## config.mk

```make
export PLATFORM = sky130hd
export DESIGN_NAME = dps_pot_end_flat
export DESIGN_NICKNAME = d
export VERILOG_FILES = /design/src/inc/dps_pkg.sv /design/src/inc/dps_if.sv /design/src/rtl/dps_pot_end.sv /design/src/flat_wrapper.sv
export SDC_FILE = /design/constraint.sdc
export NUM_CORES = 1
export LEC_CHECK = 0
export ABC_CLOCK_PERIOD_IN_PS = 4990
export BUFFER_PORTS_ARGS = -buffer_cell sky130_fd_sc_hd__buf_2
export CORE_AREA = 2 2 214 216
export CTS_CLUSTER_DIAMETER = 50
export DETAILED_ROUTE_END_ITERATION = 10
export DIE_AREA = 0 0 216 218
export PLACE_DENSITY = 0.47
export SYNTH_ARGS = -nofsm -noshare
export SYNTH_HDL_FRONTEND = slang
export SYNTH_SLANG_ARGS = --single-unit
```

## constraint.sdc

```tcl
create_clock -name clk_sys_i -period 4.99 [get_ports clk_sys_i]
set_input_delay 1.497 -clock clk_sys_i [delete_from_list [all_inputs] [get_ports clk_sys_i]]
set_output_delay 1.497 -clock clk_sys_i [all_outputs]
set_load 0.01 [all_outputs]
```

## src/inc/dps_pkg.sv

```systemverilog
// Purpose: shared constants and types for the dual pot serial port
// Assumes: one system clock at 20 MHz; serial pins sampled on it
// Notes:   frame is id byte, instruction byte, data byte
package dps_pkg;
	localparam int          CLK_HZ          = 20000000;
	localparam int          NV_WRITE_MS     = 10;
	localparam int          NV_WRITE_CYC    = CLK_HZ / 1000 * NV_WRITE_MS;
	localparam logic [3:0]  DEV_TYPE_ID     = 4'h5;
	localparam int          POT_COUNT       = 2;
	localparam int          SLOT_COUNT      = 4;
	localparam int          TAP_COUNT       = 256;
	localparam logic [7:0]  SLOT_RESET_VAL  = 8'h80;
	localparam logic [3:0]  OP_READ_WIPER   = 4'h9;
	localparam logic [3:0]  OP_WRITE_WIPER  = 4'ha;
	localparam logic [3:0]  OP_READ_SLOT    = 4'hb;
	localparam logic [3:0]  OP_WRITE_SLOT   = 4'hc;
	localparam logic [3:0]  OP_XFR_TO_WIPER = 4'hd;
	localparam logic [3:0]  OP_XFR_TO_SLOT  = 4'he;
	localparam logic [3:0]  OP_READ_STATUS  = 4'h5;
	localparam int          SCK_HALF_CYC    = 8;
	typedef enum logic [1:0] {
		DPS_PH_ID,
		DPS_PH_INSTR,
		DPS_PH_DATA,
		DPS_PH_IGNORE
	} dps_phase_type;
endpackage

```

## src/inc/dps_if.sv

```systemverilog
// Purpose: serial link joining host end and pot end
// Assumes: chip select, clock, input and pause are driven by the host
// Notes:   shared-line level resolved here from the output enable
`timescale 1ns/10ps
`default_nettype none
interface dps_if;
	logic cs_n;
	logic sck;
	logic sdi;
	logic hold_n;
	logic sdo_o;
	logic sdo_oe_n;
	logic sdo;
	assign sdo = sdo_oe_n ? 1'b1 : sdo_o;
	modport pot  (input cs_n, input sck, input sdi, input hold_n, output sdo_o, output sdo_oe_n);
	modport host (output cs_n, output sck, output sdi, output hold_n, input sdo);
endinterface
`default_nettype wire

```

## src/rtl/dps_pot_end.sv

```systemverilog
// Purpose: serial slave port of a dual digital potentiometer
// Assumes: serial pins asynchronous to clk_sys_i, two-stage synchronised
// Notes:   nonvolatile slots are registers; write time is counted
`timescale 1ns/10ps
`default_nettype none
// Behaviour
// - read data changes on falling clock
// - input bits sampled on rising clock
// - pause low while clock low suspends
// - pause high while clock low resumes
// - host keeps pause high if unused
// - slave address must match strap inputs
// - deselected: output released, standby unless writing
// - chip select low enters active mode
// - no operation before first select falling edge
// - 256 taps chosen by wiper register
// - four nonvolatile slots per pot
// - power-up copies default slot to wiper
// - exactly one tap switch on
// - write protect low refuses slot writes
// - slot write finishes within ten ms
// - write-active bit reflects running write
module dps_pot_end
	import dps_pkg::*;
#(
	parameter int NV_CYC = dps_pkg::NV_WRITE_CYC
) (
	input  wire logic          clk_sys_i,          // system clock
	input  wire logic          resetn_i,           // power-up reset, active low
	dps_if.pot                 bus,                // serial link
	input  wire logic          addr_strap_bit0_i,  // address strap 0
	input  wire logic          addr_strap_bit1_i,  // address strap 1
	input  wire logic [1:0]    addr_strap_hi_i,    // address straps 3..2
	input  wire logic          wp_n_i,             // write protect, active low
	output logic [255:0]       tap0_o,             // one-hot tap, pot 0
	output logic [255:0]       tap1_o,             // one-hot tap, pot 1
	output logic [7:0]         wiper0_o,           // wiper position, pot 0
	output logic [7:0]         wiper1_o,           // wiper position, pot 1
	output logic               nv_write_active_o,  // slot write running
	output logic               standby_o           // standby power mode
);
	import dps_pkg::*;

	typedef struct packed {
		logic [1:0]    cs_s, sck_s, sdi_s, hold_s;
		logic          sck_prev;
		logic          armed;
		logic          init_done;
		dps_phase_type phase;
		logic [2:0]    bit_cnt;
		logic [7:0]    shift;
		logic [7:0]    instr;
		logic [7:0]    out_sh;
		logic          out_en;
		logic          sdo;
		logic [1:0]    wp_s;
		logic [1:0][3:0] strap_s;
		logic [POT_COUNT-1:0][7:0]                 wiper_position_reg;
		logic [POT_COUNT-1:0][SLOT_COUNT-1:0][7:0] slot;
		logic [31:0]   nv_cnt;
		logic          nv_write_active;
	} dps_pot_state_type;

	dps_pot_state_type st_reg, st_next;
	logic cs_n, sck, sdi, hold_n, rise, fall, pot;
	logic       wp_n;
	logic [3:0] strap;
	logic [1:0] ra;
	logic [3:0] op;
	logic [7:0] rd_val;

	assign cs_n   = st_reg.cs_s[1];
	assign sck    = st_reg.sck_s[1];
	assign sdi    = st_reg.sdi_s[1];
	assign hold_n = st_reg.hold_s[1];
	// straps and write protect are pins too, so they pass the same two stages
	assign wp_n   = st_reg.wp_s[1];
	assign strap  = st_reg.strap_s[1];
	// pause freezes edge detection; the host only moves it with clock low
	assign rise   = hold_n & sck & ~st_reg.sck_prev;
	assign fall   = hold_n & ~sck & st_reg.sck_prev;
	assign op     = st_reg.instr[7:4];
	assign ra     = st_reg.instr[2:1];
	assign pot    = st_reg.instr[0];

	always_comb begin
		case (op)
			OP_READ_WIPER:  rd_val = st_reg.wiper_position_reg[pot];
			OP_READ_SLOT:   rd_val = st_reg.slot[pot][ra];
			OP_READ_STATUS: rd_val = {7'h00, st_reg.nv_write_active};
			default:        rd_val = 8'h00;
		endcase
	end

	always_comb begin
		logic [7:0] byte_in;
		logic       nv_start;
		byte_in  = {st_reg.shift[6:0], sdi};
		nv_start = 1'b0;
		st_next  = st_reg;
		st_next.cs_s   = {st_reg.cs_s[0], bus.cs_n};
		st_next.sck_s  = {st_reg.sck_s[0], bus.sck};
		st_next.sdi_s  = {st_reg.sdi_s[0], bus.sdi};
		st_next.hold_s = {st_reg.hold_s[0], bus.hold_n};
		st_next.wp_s   = {st_reg.wp_s[0], wp_n_i};
		st_next.strap_s = {st_reg.strap_s[0],
			{addr_strap_hi_i, addr_strap_bit1_i, addr_strap_bit0_i}};
		if (hold_n) begin
			st_next.sck_prev = sck;
		end
		if (cs_n) begin
			st_next.armed   = 1'b1;
			st_next.phase   = DPS_PH_ID;
			st_next.bit_cnt = 3'd0;
			st_next.out_en  = 1'b0;
		end else if (!st_reg.armed) begin
			st_next.phase = DPS_PH_IGNORE;
		end else if (rise) begin
			st_next.shift   = byte_in;
			st_next.bit_cnt = st_reg.bit_cnt + 3'd1;
			if (st_reg.bit_cnt == 3'd7) begin
				case (st_reg.phase)
					DPS_PH_ID: begin
						if (byte_in == {DEV_TYPE_ID, strap}) begin
							st_next.phase = DPS_PH_INSTR;
						end else begin
							st_next.phase = DPS_PH_IGNORE;
						end
					end
					DPS_PH_INSTR: begin
						st_next.instr = byte_in;
						st_next.phase = DPS_PH_DATA;
						case (byte_in[7:4])
							OP_XFR_TO_WIPER: st_next.wiper_position_reg[byte_in[0]] =
								st_reg.slot[byte_in[0]][byte_in[2:1]];
							OP_XFR_TO_SLOT: begin
								if (wp_n && !st_reg.nv_write_active) begin
									st_next.slot[byte_in[0]][byte_in[2:1]] =
										st_reg.wiper_position_reg[byte_in[0]];
									nv_start = 1'b1;
								end
							end
							default: ;
						endcase
					end
					DPS_PH_DATA: begin
						st_next.phase = DPS_PH_IGNORE;
						if (op == OP_WRITE_WIPER) begin
							st_next.wiper_position_reg[pot] = byte_in;
						end else if (op == OP_WRITE_SLOT && wp_n
								&& !st_reg.nv_write_active) begin
							st_next.slot[pot][ra] = byte_in;
							nv_start = 1'b1;
						end
					end
					default: st_next.phase = DPS_PH_IGNORE;
				endcase
			end
		end else if (fall && st_reg.phase == DPS_PH_DATA) begin
			if (st_reg.bit_cnt == 3'd0) begin
				st_next.out_sh = {rd_val[6:0], 1'b0};
				st_next.sdo    = rd_val[7];
				st_next.out_en = (op == OP_READ_WIPER) | (op == OP_READ_SLOT)
					| (op == OP_READ_STATUS);
			end else begin
				st_next.out_sh = {st_reg.out_sh[6:0], 1'b0};
				st_next.sdo    = st_reg.out_sh[7];
			end
		end
		if (!st_reg.init_done) begin
			st_next.init_done = 1'b1;
			for (int p = 0; p < POT_COUNT; p++) begin
				st_next.wiper_position_reg[p] = st_reg.slot[p][0];
			end
		end
		if (nv_start) begin
			st_next.nv_write_active = 1'b1;
			st_next.nv_cnt          = 32'(NV_CYC - 1);
		end else if (st_reg.nv_write_active) begin
			if (st_reg.nv_cnt == 32'd0) begin
				st_next.nv_write_active = 1'b0;
			end else begin
				st_next.nv_cnt = st_reg.nv_cnt - 32'd1;
			end
		end
	end

	always_ff @(posedge clk_sys_i or negedge resetn_i) begin
		if (!resetn_i) begin
			st_reg          <= '0;
			// select reads low until the pin has truly been high, so only a
			// real high-to-low on the pin can arm the port after power-up
			st_reg.cs_s     <= 2'b00;
			st_reg.hold_s   <= 2'b11;
			st_reg.phase    <= DPS_PH_IGNORE;
			st_reg.slot     <= {POT_COUNT * SLOT_COUNT{SLOT_RESET_VAL}};
		end else begin
			st_reg <= st_next;
		end
	end

	always_comb begin
		tap0_o = '0;
		tap1_o = '0;
		tap0_o[st_reg.wiper_position_reg[0]] = 1'b1;
		tap1_o[st_reg.wiper_position_reg[1]] = 1'b1;
	end

	assign wiper0_o          = st_reg.wiper_position_reg[0];
	assign wiper1_o          = st_reg.wiper_position_reg[1];
	assign nv_write_active_o = st_reg.nv_write_active;
	assign standby_o         = cs_n & ~st_reg.nv_write_active;
	assign bus.sdo_o         = st_reg.sdo;
	assign bus.sdo_oe_n      = ~(st_reg.out_en & ~cs_n);
endmodule
`default_nettype wire

```

## src/flat_wrapper.sv

```systemverilog
// flat-port wrapper written by rule: the top's interface ports become plain ports
module dps_pot_end_flat import dps_pkg::*;
#(
	parameter int NV_CYC = dps_pkg::NV_WRITE_CYC
)
  (clk_sys_i, resetn_i, addr_strap_bit0_i, addr_strap_bit1_i, addr_strap_hi_i, wp_n_i, tap0_o, tap1_o, wiper0_o, wiper1_o, nv_write_active_o, standby_o, bus_cs_n, bus_sck, bus_sdi, bus_hold_n, bus_sdo_o, bus_sdo_oe_n);
  dps_if bus_i ();
  input  wire logic clk_sys_i;
  input  wire logic resetn_i;
  input  wire logic addr_strap_bit0_i;
  input  wire logic addr_strap_bit1_i;
  input  wire logic [1:0] addr_strap_hi_i;
  input  wire logic wp_n_i;
  output logic [255:0] tap0_o;
  output logic [255:0] tap1_o;
  output logic [7:0] wiper0_o;
  output logic [7:0] wiper1_o;
  output logic nv_write_active_o;
  output logic standby_o;
  input wire logic [$bits(bus_i.cs_n)-1:0] bus_cs_n;
  input wire logic [$bits(bus_i.sck)-1:0] bus_sck;
  input wire logic [$bits(bus_i.sdi)-1:0] bus_sdi;
  input wire logic [$bits(bus_i.hold_n)-1:0] bus_hold_n;
  output wire logic [$bits(bus_i.sdo_o)-1:0] bus_sdo_o;
  output wire logic [$bits(bus_i.sdo_oe_n)-1:0] bus_sdo_oe_n;
  assign bus_i.cs_n = bus_cs_n;
  assign bus_i.sck = bus_sck;
  assign bus_i.sdi = bus_sdi;
  assign bus_i.hold_n = bus_hold_n;
  assign bus_sdo_o = bus_i.sdo_o;
  assign bus_sdo_oe_n = bus_i.sdo_oe_n;
  dps_pot_end #(.NV_CYC(NV_CYC)) u_core (.clk_sys_i(clk_sys_i), .resetn_i(resetn_i), .bus(bus_i), .addr_strap_bit0_i(addr_strap_bit0_i), .addr_strap_bit1_i(addr_strap_bit1_i), .addr_strap_hi_i(addr_strap_hi_i), .wp_n_i(wp_n_i), .tap0_o(tap0_o), .tap1_o(tap1_o), .wiper0_o(wiper0_o), .wiper1_o(wiper1_o), .nv_write_active_o(nv_write_active_o), .standby_o(standby_o));
endmodule
```

### Yosys cells after proc, flatten, opt, wreduce, memory -nomap -nowiden

Cells that the tools add are included.

* output and inout port bits: 532
* input bits: 11
* word-level logic and storage cells: 185
* bits in registers: 165

* reductions and logical operators: 29
* bitwise logic cells: 14
* add/subtract/negate cells: 2
* equality and inequality tests: 26
* $lt $le $gt $ge: 12
* muxes and demuxes: 73

Operator list (number)
* $mux 80: 4
* $mux 64: 4
* $mux 32: 7
* $pmux 80 s2: 1
* $bwmux 64: 2
* $mux 8: 13
* $mux 33: 2
* $demux 32 s1: 2
* $mux 16: 3
* $bmux 8 s2: 2
* $bwmux 16: 2
* $demux 8 s2: 2
* $logic_not 32->1: 1
* $sub 32x1->32 const B: 1
* $mux 29: 1
* $eq 4x4->1 const B: 6
* $pmux 8 s3: 1
* $mux 21: 1
* $mux 10: 2
* $lt 8x9->1 const B: 2
* $demux 1 s8: 2
* $demux 8 s1: 2
* $ge 8x1->1 const B: 2
* $mux 1: 14
* other kinds (32): 77

### Depth between registers and ports, before layout

Gate-level depths: netlist of run 1.

* depth after elaboration: 15
* depth in mapped cells: 10
* depth with buffers taken out: 7

### Worst setup path before layout of run 1

Ideal clock, no wire load.

* kind: flip-flop to output port
* start: reg u_core.st_reg, in the netlist u_core.wiper1_o[2]
* end: out tap1_o[103]
* cell stages (with the launch flop): 6
* path slack: 2.019 ns
* arrival: 1.474 ns
* path through: dfrtp_1 clkbuf_1 nor2b_1 nand3_1 clkbuf_1 nor2_1

* cells in the longest elaborated chain, start to end: 4

RTL lines
* from (decl): line dps_pot_end.sv:64 `dps_pot_state_type st_reg, st_next;`
* from (signal assigned): line dps_pot_end.sv:198 `st_reg <= st_next;`
* $lt 8x9->1 (not written as such) or $ge 8x1->1 (tied branches): line dps_pot_end.sv:206 `tap1_o[st_reg.wiper_position_reg[1]] = 1'b1;`
* $logic_and 1x1->1 (not written as such): line dps_pot_end.sv:206
* $mux 1 (not written as such): line dps_pot_end.sv:206
* $demux 1 s8 (*)
* to (decl): line flat_wrapper.sv:15 `output logic [255:0] tap1_o;`

Every way passes the cells marked *; elsewhere a longest branch is shown, timed or not.

### Worst setup path in the final report of run 1

* start: reg u_core.st_reg, in the netlist u_core.wiper1_o[6]
* end: out tap1_o[126]

The elaborated chain is that of the path after synthesis.

==> run summary, run 1 <==
GR Overflow Total -> 0
GP Congestion -> 0.916
Final period util -> 84.4%
TNS Setup -> 0 ns
DR iter-0 viols -> 1,561
register area share after synthesis -> 33.9%
Crit. End Element -> output port
Die ar. -> 47,100 sq um
Post-Synthesis Cell Area -> 12,000 sq um
Slew @ Worst Pin -> 1.27 ns
switching part of the total -> 33.4%
Std-Cell Rows -> 78
crit path DAT -> 2.72 ns
share of Yosys cell area claimed by the top area cell type -> 31.3%
Fmax -> 0.237 GHz
leading area contributor after synthesis -> dfrtp_1
Clk pin slew, worst setup/hold paths -> 0.08 ns
Worst Skew -> 0.0144 ns
non-filler cells, final -> 2,698
Yosys reg bits -> 162
Synth cell types -> 71
CTS Sinks -> 162
post-CTS repair timing setup buffer count -> 0
Setup Crit Path Kind -> flop to output port
Via density -> 5.48
Power, Total -> 3.22 mW
Die Span X -> 216 um
Place WS -> 1.22 ns
Non-Filler Cell Area, Final -> 15,600 sq um
worst setup margin -> 0.777 ns
Largest register FFs -> 120
Area Growth Syn to Fin -> 29.7%
synthesized net count -> 1,676
initial antenna violation count -> 0
crit path max fanout -> 16
Clock power frac -> 39.8%
Worst slew margin -> 13.2%
final setup fails -> 0
Critical path origin -> u_core.wiper1_o[6]$_DFFE_PN0P_
Port Buffers -> 542
FF-to-FF Start -> u_core.st_reg[152]$_DFFE_PN1P_
Peak supply drop -> 0.000256 V
sequential cell area -> 4070 sq um
largest net degree at the start of global routing -> 85
sw power -> 1.08 mW
Inserted Diodes -> 0
Synth area leaders -> dfrtp_1 (31%), nor2_1 (18%), mux2_2 (5.8%)
worst endpoint required time -> 3.49 ns
Worst setup SP type -> flop
Post-DRT Antenna Nets -> 0
crit-path max cell delay -> 0.63 ns
Initial Utilization -> 26.8%
H-Tree Depth -> 4
# fillers -> 4,852
multi-input logic area -> 7220 sq um
status -> finished clean
worst path cell trace -> nor2b_1, nand3_1, nor2_1, buf_2
cell count after synthesis -> 1,657
vias in the first global route -> 12,700
FF-to-FF path depth -> 7
crit path max-delay cell type -> nand3_1
first-pass GRT wire length -> 89,700 um
Global Route Usage Sum -> 25.6%
layout cell share with drive strength beyond 1 -> 33.1%
top_reg_cell synth -> dfrtp_1
Post-synth EDFFs -> 0
Die H -> 218 um
synth warn -> 0
Post-Route WL -> 64,000 um
routed via count -> 14,800
# IOs -> 543
Pre-antenna DRT Iters -> 5
# hold bufs at CTS -> 0
Worst Hold Class -> flop to flop
CTS Buf Count -> 17
minimum clock period -> 4.21 ns
CTS root buffer -> clkbuf_16
post-DP HPWL -> 47,800 um
sequential fraction of design power -> 44.3%
RSZ-0062 raised after global routing -> false
clk buf depth -> 2
Pint -> 2.15 mW
DP Cell Count -> 2,666
number of gates resized after cts -> 0
Placeable Area -> 44,900 sq um
Leak -> 7.57 nW
Setup crit end -> tap1_o[126]
drt wl/cell -> 23.7 um
Pwr Density -> 207 nW/um^2
FFs w/ async S/R, synth -> 100%
fin. max-slew vios -> 0
worst flop-to-flop path endpoint -> u_core.st_reg[43]$_DFFE_PN0P_
area post-placement -> 15,000 sq um
Max-Cap Viols -> 0
Logic pwr share -> 15.9%
worst skew pair latency -> 0.45 ns
drc violations -> 0
FF-to-FF setup slack -> 1.70 ns
Syn Area/Cell -> 7.25 sq um
Hold Vio Cnt, Final -> 0
Final #Nets -> 2,104
CTS tree -> built
==> power groups by stage <==
| stage | sequential (mW) | combinational, mW | clock, mW |
|---|---|---|---|
| 4_1_cts | 1.43 | 0.504 | 1.30 |
| 3_3_place_gp | 1.45 | 0.501 | 0 |
| 6_report | 1.43 | 0.512 | 1.28 |
| 2_1_floorplan | 1.39 | 0.339 | 0 |
| 3_5_place_dp | 1.45 | 0.502 | 0 |
| 5_1_grt | 1.43 | 0.547 | 1.36 |
==> cell usage after synthesis, types with 14 or more instances <==
master / count
a21oi_1: 57
a31oi_1: 14
buf_4: 16
clkbuf_1: 133
dfrtp_1: 150
inv_1: 16
mux2_2: 62
mux2i_1: 43
nand2_1: 131
nand3_1: 38
nor2_1: 572
nor2b_1: 34
nor3_1: 14
nor4_1: 16
o21ai_0: 69
o22a_1: 26
o22ai_1: 43
or3_1: 14
==> through the flow <==
| stage | hold WS (ns) | utilization [%] |
|---|---|---|
| 6_report | 0.347 | 34.7 |
| 3_3_place_gp | 0.336 | 33.5 |
| 4_1_cts | 0.351 | 34.7 |
| 3_5_place_dp | 0.336 | 33.5 |
| 2_1_floorplan | 0.331 | - |
| 5_1_grt | 0.357 | 34.7 |
==> per-layer routing <==
layer	track usage [%]	routed length [um]	up-vias
met2	42.8	30700	830
met3	5.65	5890	102
met1	32.6	25600	7308
li1	-	-	6536
met5	0	0	-
met4	8.40	1790	0
==> cell families after synthesis <==
logic type	after synthesis	synth area share, %
buffers and inverters	178	6.10
flip-flops	162	33.9
multiplexers	109	10.1
AND/OR/NAND/NOR	895	32.2
AO/OA/AOI/OAI	296	16.3
other	1	0.0312
XOR/XNOR	8	0.583
adder cells (fa/ha/maj)	8	0.833
==> worst max-delay path: cells and delay by family, from the launching register on <==
kind          cells  cell delay [ns]
simple gates      3             1.48
flops             1             0.54
buf+inv           1             0.24
==> worst min path at each step <==
stage | end | start | slack (ns) | cells after the start
global placement | u_core.strap[3]$_DFF_PN0_ | u_core.st_next[120]$_DFF_PN0_ | 0.34 | 0
CTS | u_core.sdi$_DFF_PN0_ | u_core.st_next[160]$_DFF_PN0_ | 0.35 | 0
detailed placement | u_core.sdi$_DFF_PN0_ | u_core.st_next[160]$_DFF_PN0_ | 0.34 | 0
floorplan | u_core.cs_n$_DFF_PN0_ | u_core.st_next[164]$_DFF_PN0_ | 0.33 | 0
global route | u_core.sck$_DFF_PN0_ | u_core.st_next[162]$_DFF_PN0_ | 0.36 | 0
finish | u_core.sck$_DFF_PN0_ | u_core.st_next[162]$_DFF_PN0_ | 0.35 | 0
==> cells in the final DEF, fill, tap and decap left out, types with 17 or more instances in the layout <==
cell type	Yosys	final
nand3_1	38	38
a21oi_1	57	57
o21ai_0	69	69
clkbuf_16	0	17
o22a_1	26	26
nor2b_1	34	34
nand2_1	131	131
dfrtp_1	150	149
mux2_2	62	62
nor2_1	572	572
o22ai_1	43	43
mux2i_1	43	43
buf_2	4	541
buf_4	16	26
==> final cells by class <==
type / instances / area share (%)
clock inverter: 12 / 0.627
tap: 600 / 4.82
clock buffer: 20 / 2.93
multi-input combinational: 1317 / 46.3
sequential: 162 / 26.1
timing repair buffer: 568 / 18.7
inverter: 19 / 0.458
Note: power is estimated with default switching activity, not from simulation.
==> run 2, diff against run 1 <==
--- a/config.mk
+++ b/config.mk
@@ -5,13 +5,13 @@
 export SDC_FILE = /design/constraint.sdc
 export NUM_CORES = 1
 export LEC_CHECK = 0
-export ABC_CLOCK_PERIOD_IN_PS = 4990
+export ABC_CLOCK_PERIOD_IN_PS = 3700
 export BUFFER_PORTS_ARGS = -buffer_cell sky130_fd_sc_hd__buf_2
-export CORE_AREA = 2 2 214 216
+export CORE_AREA = 2 2 213 215
 export CTS_CLUSTER_DIAMETER = 50
 export DETAILED_ROUTE_END_ITERATION = 10
-export DIE_AREA = 0 0 216 218
-export PLACE_DENSITY = 0.47
+export DIE_AREA = 0 0 215 217
+export PLACE_DENSITY = 0.49
 export SYNTH_ARGS = -nofsm -noshare
 export SYNTH_HDL_FRONTEND = slang
 export SYNTH_SLANG_ARGS = --single-unit
==> constraint.sdc (replaced) <==
create_clock -name clk_sys_i -period 3.7 [get_ports clk_sys_i]
set_input_delay 1.11 -clock clk_sys_i [delete_from_list [all_inputs] [get_ports clk_sys_i]]
set_output_delay 1.11 -clock clk_sys_i [all_outputs]
set_load 0.01 [all_outputs]
==> run 2 against run 1 <==
  * Flip-flop and latch count unchanged
  * Die area fell by 0.92%
  * Clock power rose by 46%
  * Core utilization up 1.1 points
  * Cell count grew 1.6%
  * Global-route usage is 1.5 points lower
  * Hold slack got worse by 0.0035 ns
  * Clock-buffer cell count down 3
  * Register-to-register slack worse by 0.89 ns
  * Critical path depth did not move
  * First-iteration DRC count increased by 3.1%
  * Wire length down 6.3%
  * Critical path type unchanged
==> run summary, run 2 (same netlist as run 1, synthesis figures left out) <==
status -> finished clean
Worst slew margin -> 28.7%
Die Span X -> 215 um
leading cell type in the layout, fill and taps excluded -> nor2_1
sequential cell area -> 4070 sq um
hold_ws -> 0.344 ns
layout cell share with drive strength beyond 1 -> 34.8%
Crit. End Element -> output port
Power, Total -> 4.52 mW
final setup fails -> 0
Post-DRT Antenna Nets -> 0
post-DP HPWL -> 45,600 um
GP Congestion -> 0.942
RSZ-0062 raised after global routing -> true
Inserted Diodes -> 0
CTS root buffer -> clkbuf_16
crit path max fanout -> 16
Global Route Usage Sum -> 24.1%
Largest register FFs -> 120
# hold bufs at CTS -> 0
first-pass GRT wire length -> 85,800 um
Peak supply drop -> 0.000302 V
vias in the first global route -> 12,700
drt wl/cell -> 21.9 um
post-CTS repair timing setup buffer count -> 0
most frequent cells in the layout -> nor2_1 (570), buf_2 (541), dfrtp_1 (149), nand2_1 (128)
Port Buffers -> 542
Slew @ Worst Pin -> 1.07 ns
CTS Sinks -> 162
gr busiest metal -> met2
Global Route met1 Usage -> 32.8%
Placeable Area -> 44,700 sq um
Hold Vio Cnt, Final -> 0
crit-path max cell delay -> 0.65 ns
Non-Filler Cell Area, Final -> 16,000 sq um
minimum clock period -> 3.69 ns
Final period util -> 99.6%
Initial Utilization -> 26.9%
number of gates resized after cts -> 3
worst path cell trace -> nor2b_1, nand3_1, nor2_1, buf_2
clk buf depth -> 2
largest net degree at the start of global routing -> 75
Max-Cap Viols -> 0
met2 Resource Use GR -> 38.7%
Worst setup SP type -> flop
TNS Setup -> 0 ns
CTS tree -> built
area post-placement -> 15,400 sq um
routed via count -> 14,700
worst skew pair latency -> 0.45 ns
GR Overflow Total -> 0
# IOs -> 543
drc violations -> 0
H-Tree Depth -> 4
CTS Buf Count -> 17
Area Growth Syn to Fin -> 33.2%
Std-Cell Rows -> 78
Die H -> 217 um
fin. max-slew vios -> 0
Fmax -> 0.271 GHz
DR iter-0 viols -> 1,610
worst endpoint required time -> 2.59 ns
crit path DAT -> 2.58 ns
Place WS -> 0.415 ns
Leak -> 7.81 nW
Post-Route WL -> 60,000 um
Worst Skew -> 0.0164 ns
# fillers -> 4,750
initial antenna violation count -> 0
Final #Nets -> 2,148
met3 Usage GRT -> 2.94%
crit path max-delay cell type -> dfrtp_1
Die ar. -> 46,700 sq um
Pre-antenna DRT Iters -> 6
Setup Crit Path Kind -> flop to output port
multi-input logic area -> 7240 sq um
Pwr Density -> 283 nW/um^2
Via density -> 5.35
Clk pin slew, worst setup/hold paths -> 0.08 ns
worst setup margin -> 0.0139 ns
Worst Hold Class -> flop to flop
[run 2: path summary, 6_finish.rpt]
| path | cells after the start | start | slack (ns) | to |
|---|---|---|---|---|
| worst max-delay path | 4 | u_core.wiper1_o[6]$_DFFE_PN0P_ | 0.01 | tap1_o[122] |
| worst max register to register | 8 | u_core.st_reg[152]$_DFFE_PN1P_ | 0.81 | u_core.st_reg[78]$_DFFE_PN0P_ |
| max in group asynchronous | 2 | resetn_i | 2.30 | u_core.st_reg[40]$_DFFE_PN1P_ |
| min in group asynchronous | 1 | resetn_i | 0.59 | u_core.st_reg[23]$_DFFE_PN0P_ |
| worst min register to register | 0 | u_core.st_next[119]$_DFF_PN0_ | 0.34 | u_core.strap[2]$_DFF_PN0_ |
| worst min-delay path | 0 | u_core.st_next[119]$_DFF_PN0_ | 0.34 | u_core.strap[2]$_DFF_PN0_ |
[run 2: power by group]
part / switching [mW] / internal (mW) / total [mW]
Clock: 0.896 / 0.972 / 1.87
Sequential: 0.132 / 1.81 / 1.94
Combinational: 0.502 / 0.210 / 0.712
[run 2: layer usage]
metal,vias up,routed length (um)
li1,6625,-
met1,7083,25500
met2,828,27900
met3,122,4380
met4,0,2160
met5,-,0
[run 2: final cells by class]
class	count	area share (%)
well taps	600	4.69
multi-input cells	1317	45.3
inverters	19	0.446
clock buffers	17	2.66
repair buffers	612	20.4
clock inverters	15	1.13
flip-flops and latches	162	25.4
[run 2: metrics by stage]
| stage | util, % | std cells |
|---|---|---|
| after floorplan | - | 1657 |
| after global placement | 34.4 | 2710 |
| after detailed placement | 34.4 | 2710 |
| after CTS | 35.7 | 2742 |
| after global routing | 35.8 | 2742 |
| final | 35.8 | 2742 |
[run 2: worst max-delay path, delay by kind of cell, from the launching register on]
family                 cells  cell delay, ns
AND/OR/NAND/NOR            3            1.28
buffers and inverters      1            0.19
flip-flops                 1            0.65
==> run 3, diff against run 2 <==
--- a/config.mk
+++ b/config.mk
@@ -5,13 +5,13 @@
 export SDC_FILE = /design/constraint.sdc
 export NUM_CORES = 1
 export LEC_CHECK = 0
-export ABC_CLOCK_PERIOD_IN_PS = 3700
+export ABC_CLOCK_PERIOD_IN_PS = 4140
 export BUFFER_PORTS_ARGS = -buffer_cell sky130_fd_sc_hd__buf_2
-export CORE_AREA = 2 2 213 215
+export CORE_AREA = 2 2 214 216
 export CTS_CLUSTER_DIAMETER = 50
 export DETAILED_ROUTE_END_ITERATION = 10
-export DIE_AREA = 0 0 215 217
-export PLACE_DENSITY = 0.49
+export DIE_AREA = 0 0 216 218
+export PLACE_DENSITY = 0.47
 export SYNTH_ARGS = -nofsm -noshare
 export SYNTH_HDL_FRONTEND = slang
 export SYNTH_SLANG_ARGS = --single-unit
==> constraint.sdc (replaced) <==
create_clock -name clk_sys_i -period 4.14 [get_ports clk_sys_i]
set_input_delay 1.242 -clock clk_sys_i [delete_from_list [all_inputs] [get_ports clk_sys_i]]
set_output_delay 1.242 -clock clk_sys_i [all_outputs]
set_load 0.01 [all_outputs]
==> run 3 against run 2 <==
  * Combinational power fell by 12%
  * Design area fell by 0.44%
  * Sequential power fell by 10%
  * Register-to-register slack improved by 0.27 ns
  * Sequential share of layout area rose by 0.11 points
  * Worst setup slack improved by 0.27 ns
  * Critical path depth did not move
  * Global-route usage rose by 1.4 points
  * First-iteration DRC count rose by 5.1%
  * Critical path type unchanged
==> run summary, run 3 (same netlist as run 1, synthesis figures left out) <==
status -> finished clean
Clk pin slew, worst setup/hold paths -> 0.07 ns
drc violations -> 0
Fmax -> 0.259 GHz
Worst slew margin -> 23.8%
CTS root buffer -> clkbuf_16
Crit. End Element -> output port
# IOs -> 543
Via density -> 5.41
TNS Setup -> 0 ns
worst skew pair latency -> 0.45 ns
Area Growth Syn to Fin -> 32.6%
crit path max fanout -> 16
Pint -> 2.72 mW
Slew @ Worst Pin -> 1.11 ns
Pre-antenna DRT Iters -> 6
Die H -> 218 um
worst endpoint required time -> 2.90 ns
fin. max-slew vios -> 0
crit path DAT -> 2.61 ns
leading cell type in the layout, fill and taps excluded -> nor2_1
CTS Sinks -> 162
Clock power frac -> 41.4%
Setup Crit Path Kind -> flop to output port
Hold Vio Cnt, Final -> 0
Initial Utilization -> 26.8%
CTS Buf Count -> 17
Global Route Usage Sum -> 25.5%
Leak -> 7.78 nW
minimum clock period -> 3.85 ns
worst path cell trace -> nor2b_1, nand3_1, nor2_1, buf_2
Worst Hold Class -> flop to flop
H-Tree Depth -> 4
crit-path max cell delay -> 0.67 ns
Final period util -> 93.1%
Worst setup SP type -> flop
worst hold start -> u_core.st_next[120]$_DFF_PN0_
Pwr Density -> 254 nW/um^2
# hold bufs at CTS -> 0
Final #Nets -> 2,142
Std-Cell Rows -> 78
drt wl/cell -> 23.4 um
initial antenna violation count -> 1
crit path max-delay cell type -> dfrtp_1
RSZ-0062 raised after global routing -> false
clk buf depth -> 2
Post-Route WL -> 64,100 um
GP Congestion -> 0.934
FF-to-FF setup slack -> 1.08 ns
post-DP HPWL -> 48,300 um
GR Overflow Total -> 0
sequential fraction of design power -> 43.1%
Placeable Area -> 44,900 sq um
Max-Cap Viols -> 0
sw power -> 1.33 mW
Peak supply drop -> 0.000267 V
Die Span X -> 216 um
CTS tree -> built
Setup crit end -> tap0_o[209]
first-pass GRT wire length -> 89,700 um
post-CTS repair timing setup buffer count -> 0
FF-to-FF path depth -> 9
vias in the first global route -> 12,600
FF-to-FF Start -> u_core.st_reg[152]$_DFFE_PN1P_
Die ar. -> 47,100 sq um
Port Buffers -> 542
Largest register FFs -> 120
Inserted Diodes -> 0
layout cell share with drive strength beyond 1 -> 34.3%
final setup fails -> 0
Logic pwr share -> 15.5%
Critical path origin -> u_core.wiper0_o[4]$_DFFE_PN0P_
Worst Skew -> 0.0109 ns
Power, Total -> 4.05 mW
number of gates resized after cts -> 0
switching part of the total -> 32.9%
DR iter-0 viols -> 1,692
routed via count -> 14,800
most frequent cells in the layout -> nor2_1 (572), buf_2 (541), dfrtp_1 (149), nand2_1 (131), o21ai_0 (69)
worst flop-to-flop path endpoint -> u_core.st_reg[94]$_DFFE_PN0P_
largest net degree at the start of global routing -> 72
Post-DRT Antenna Nets -> 0
-- run 3: routing by layer --
metal  global-route usage (%)  share of wire (%)
met1                     34.7                 42
met2                     40.7                 46
met3                     4.60                8.6
met4                     8.68                3.0
met5                        0                  0
-- run 3: layout make-up --
cell class	count	area (sq um)
fill	4807	29000
multi-input combinational	1317	7220
sequential	162	4070
timing repair buffer	606	3210
tap	600	751
clock buffer	18	439
clock inverter	14	165
inverter	19	71.3
-- run 3: metrics by stage --
| step | cell area (sq um) | setup slack, ns | utilization (%) | hold slack [ns] | std cells |
|---|---|---|---|---|---|
| after floorplan | 12000 | 1.42 | - | 0.331 | 1657 |
| after global placement | 15300 | 0.854 | 34.1 | 0.335 | 2704 |
| after detailed placement | 15300 | 0.850 | 34.1 | 0.339 | 2704 |
| after CTS | 15900 | 0.355 | 35.5 | 0.357 | 2736 |
| after global routing | 15900 | 0.219 | 35.5 | 0.359 | 2736 |
| final | 15900 | 0.285 | 35.5 | 0.352 | 2736 |
-- run 3: worst min path at each step --
stage,cells after the start,to
CTS,0,u_core.strap[2]$_DFF_PN0_
global route,0,u_core.strap[2]$_DFF_PN0_
detailed placement,0,u_core.strap[2]$_DFF_PN0_
floorplan,0,u_core.cs_n$_DFF_PN0_
global placement,0,u_core.sdi$_DFF_PN0_
finish,0,u_core.strap[3]$_DFF_PN0_
-- run 3: worst max-delay path: cells and delay by family (launching register included) --
family / cells / cell delay, ns
buffers and inverters: 1 / 0.18
flip-flops: 1 / 0.67
AND/OR/NAND/NOR: 3 / 1.31
-- run 3: power by group through the flow --
stage	Sequential [mW]	Clock, mW	Combinational (mW)
finish	1.74	1.68	0.627
global route	1.75	1.77	0.662
CTS	1.74	1.70	0.613
floorplan	1.67	0	0.409
detailed placement	1.77	0	0.611
global placement	1.77	0	0.608
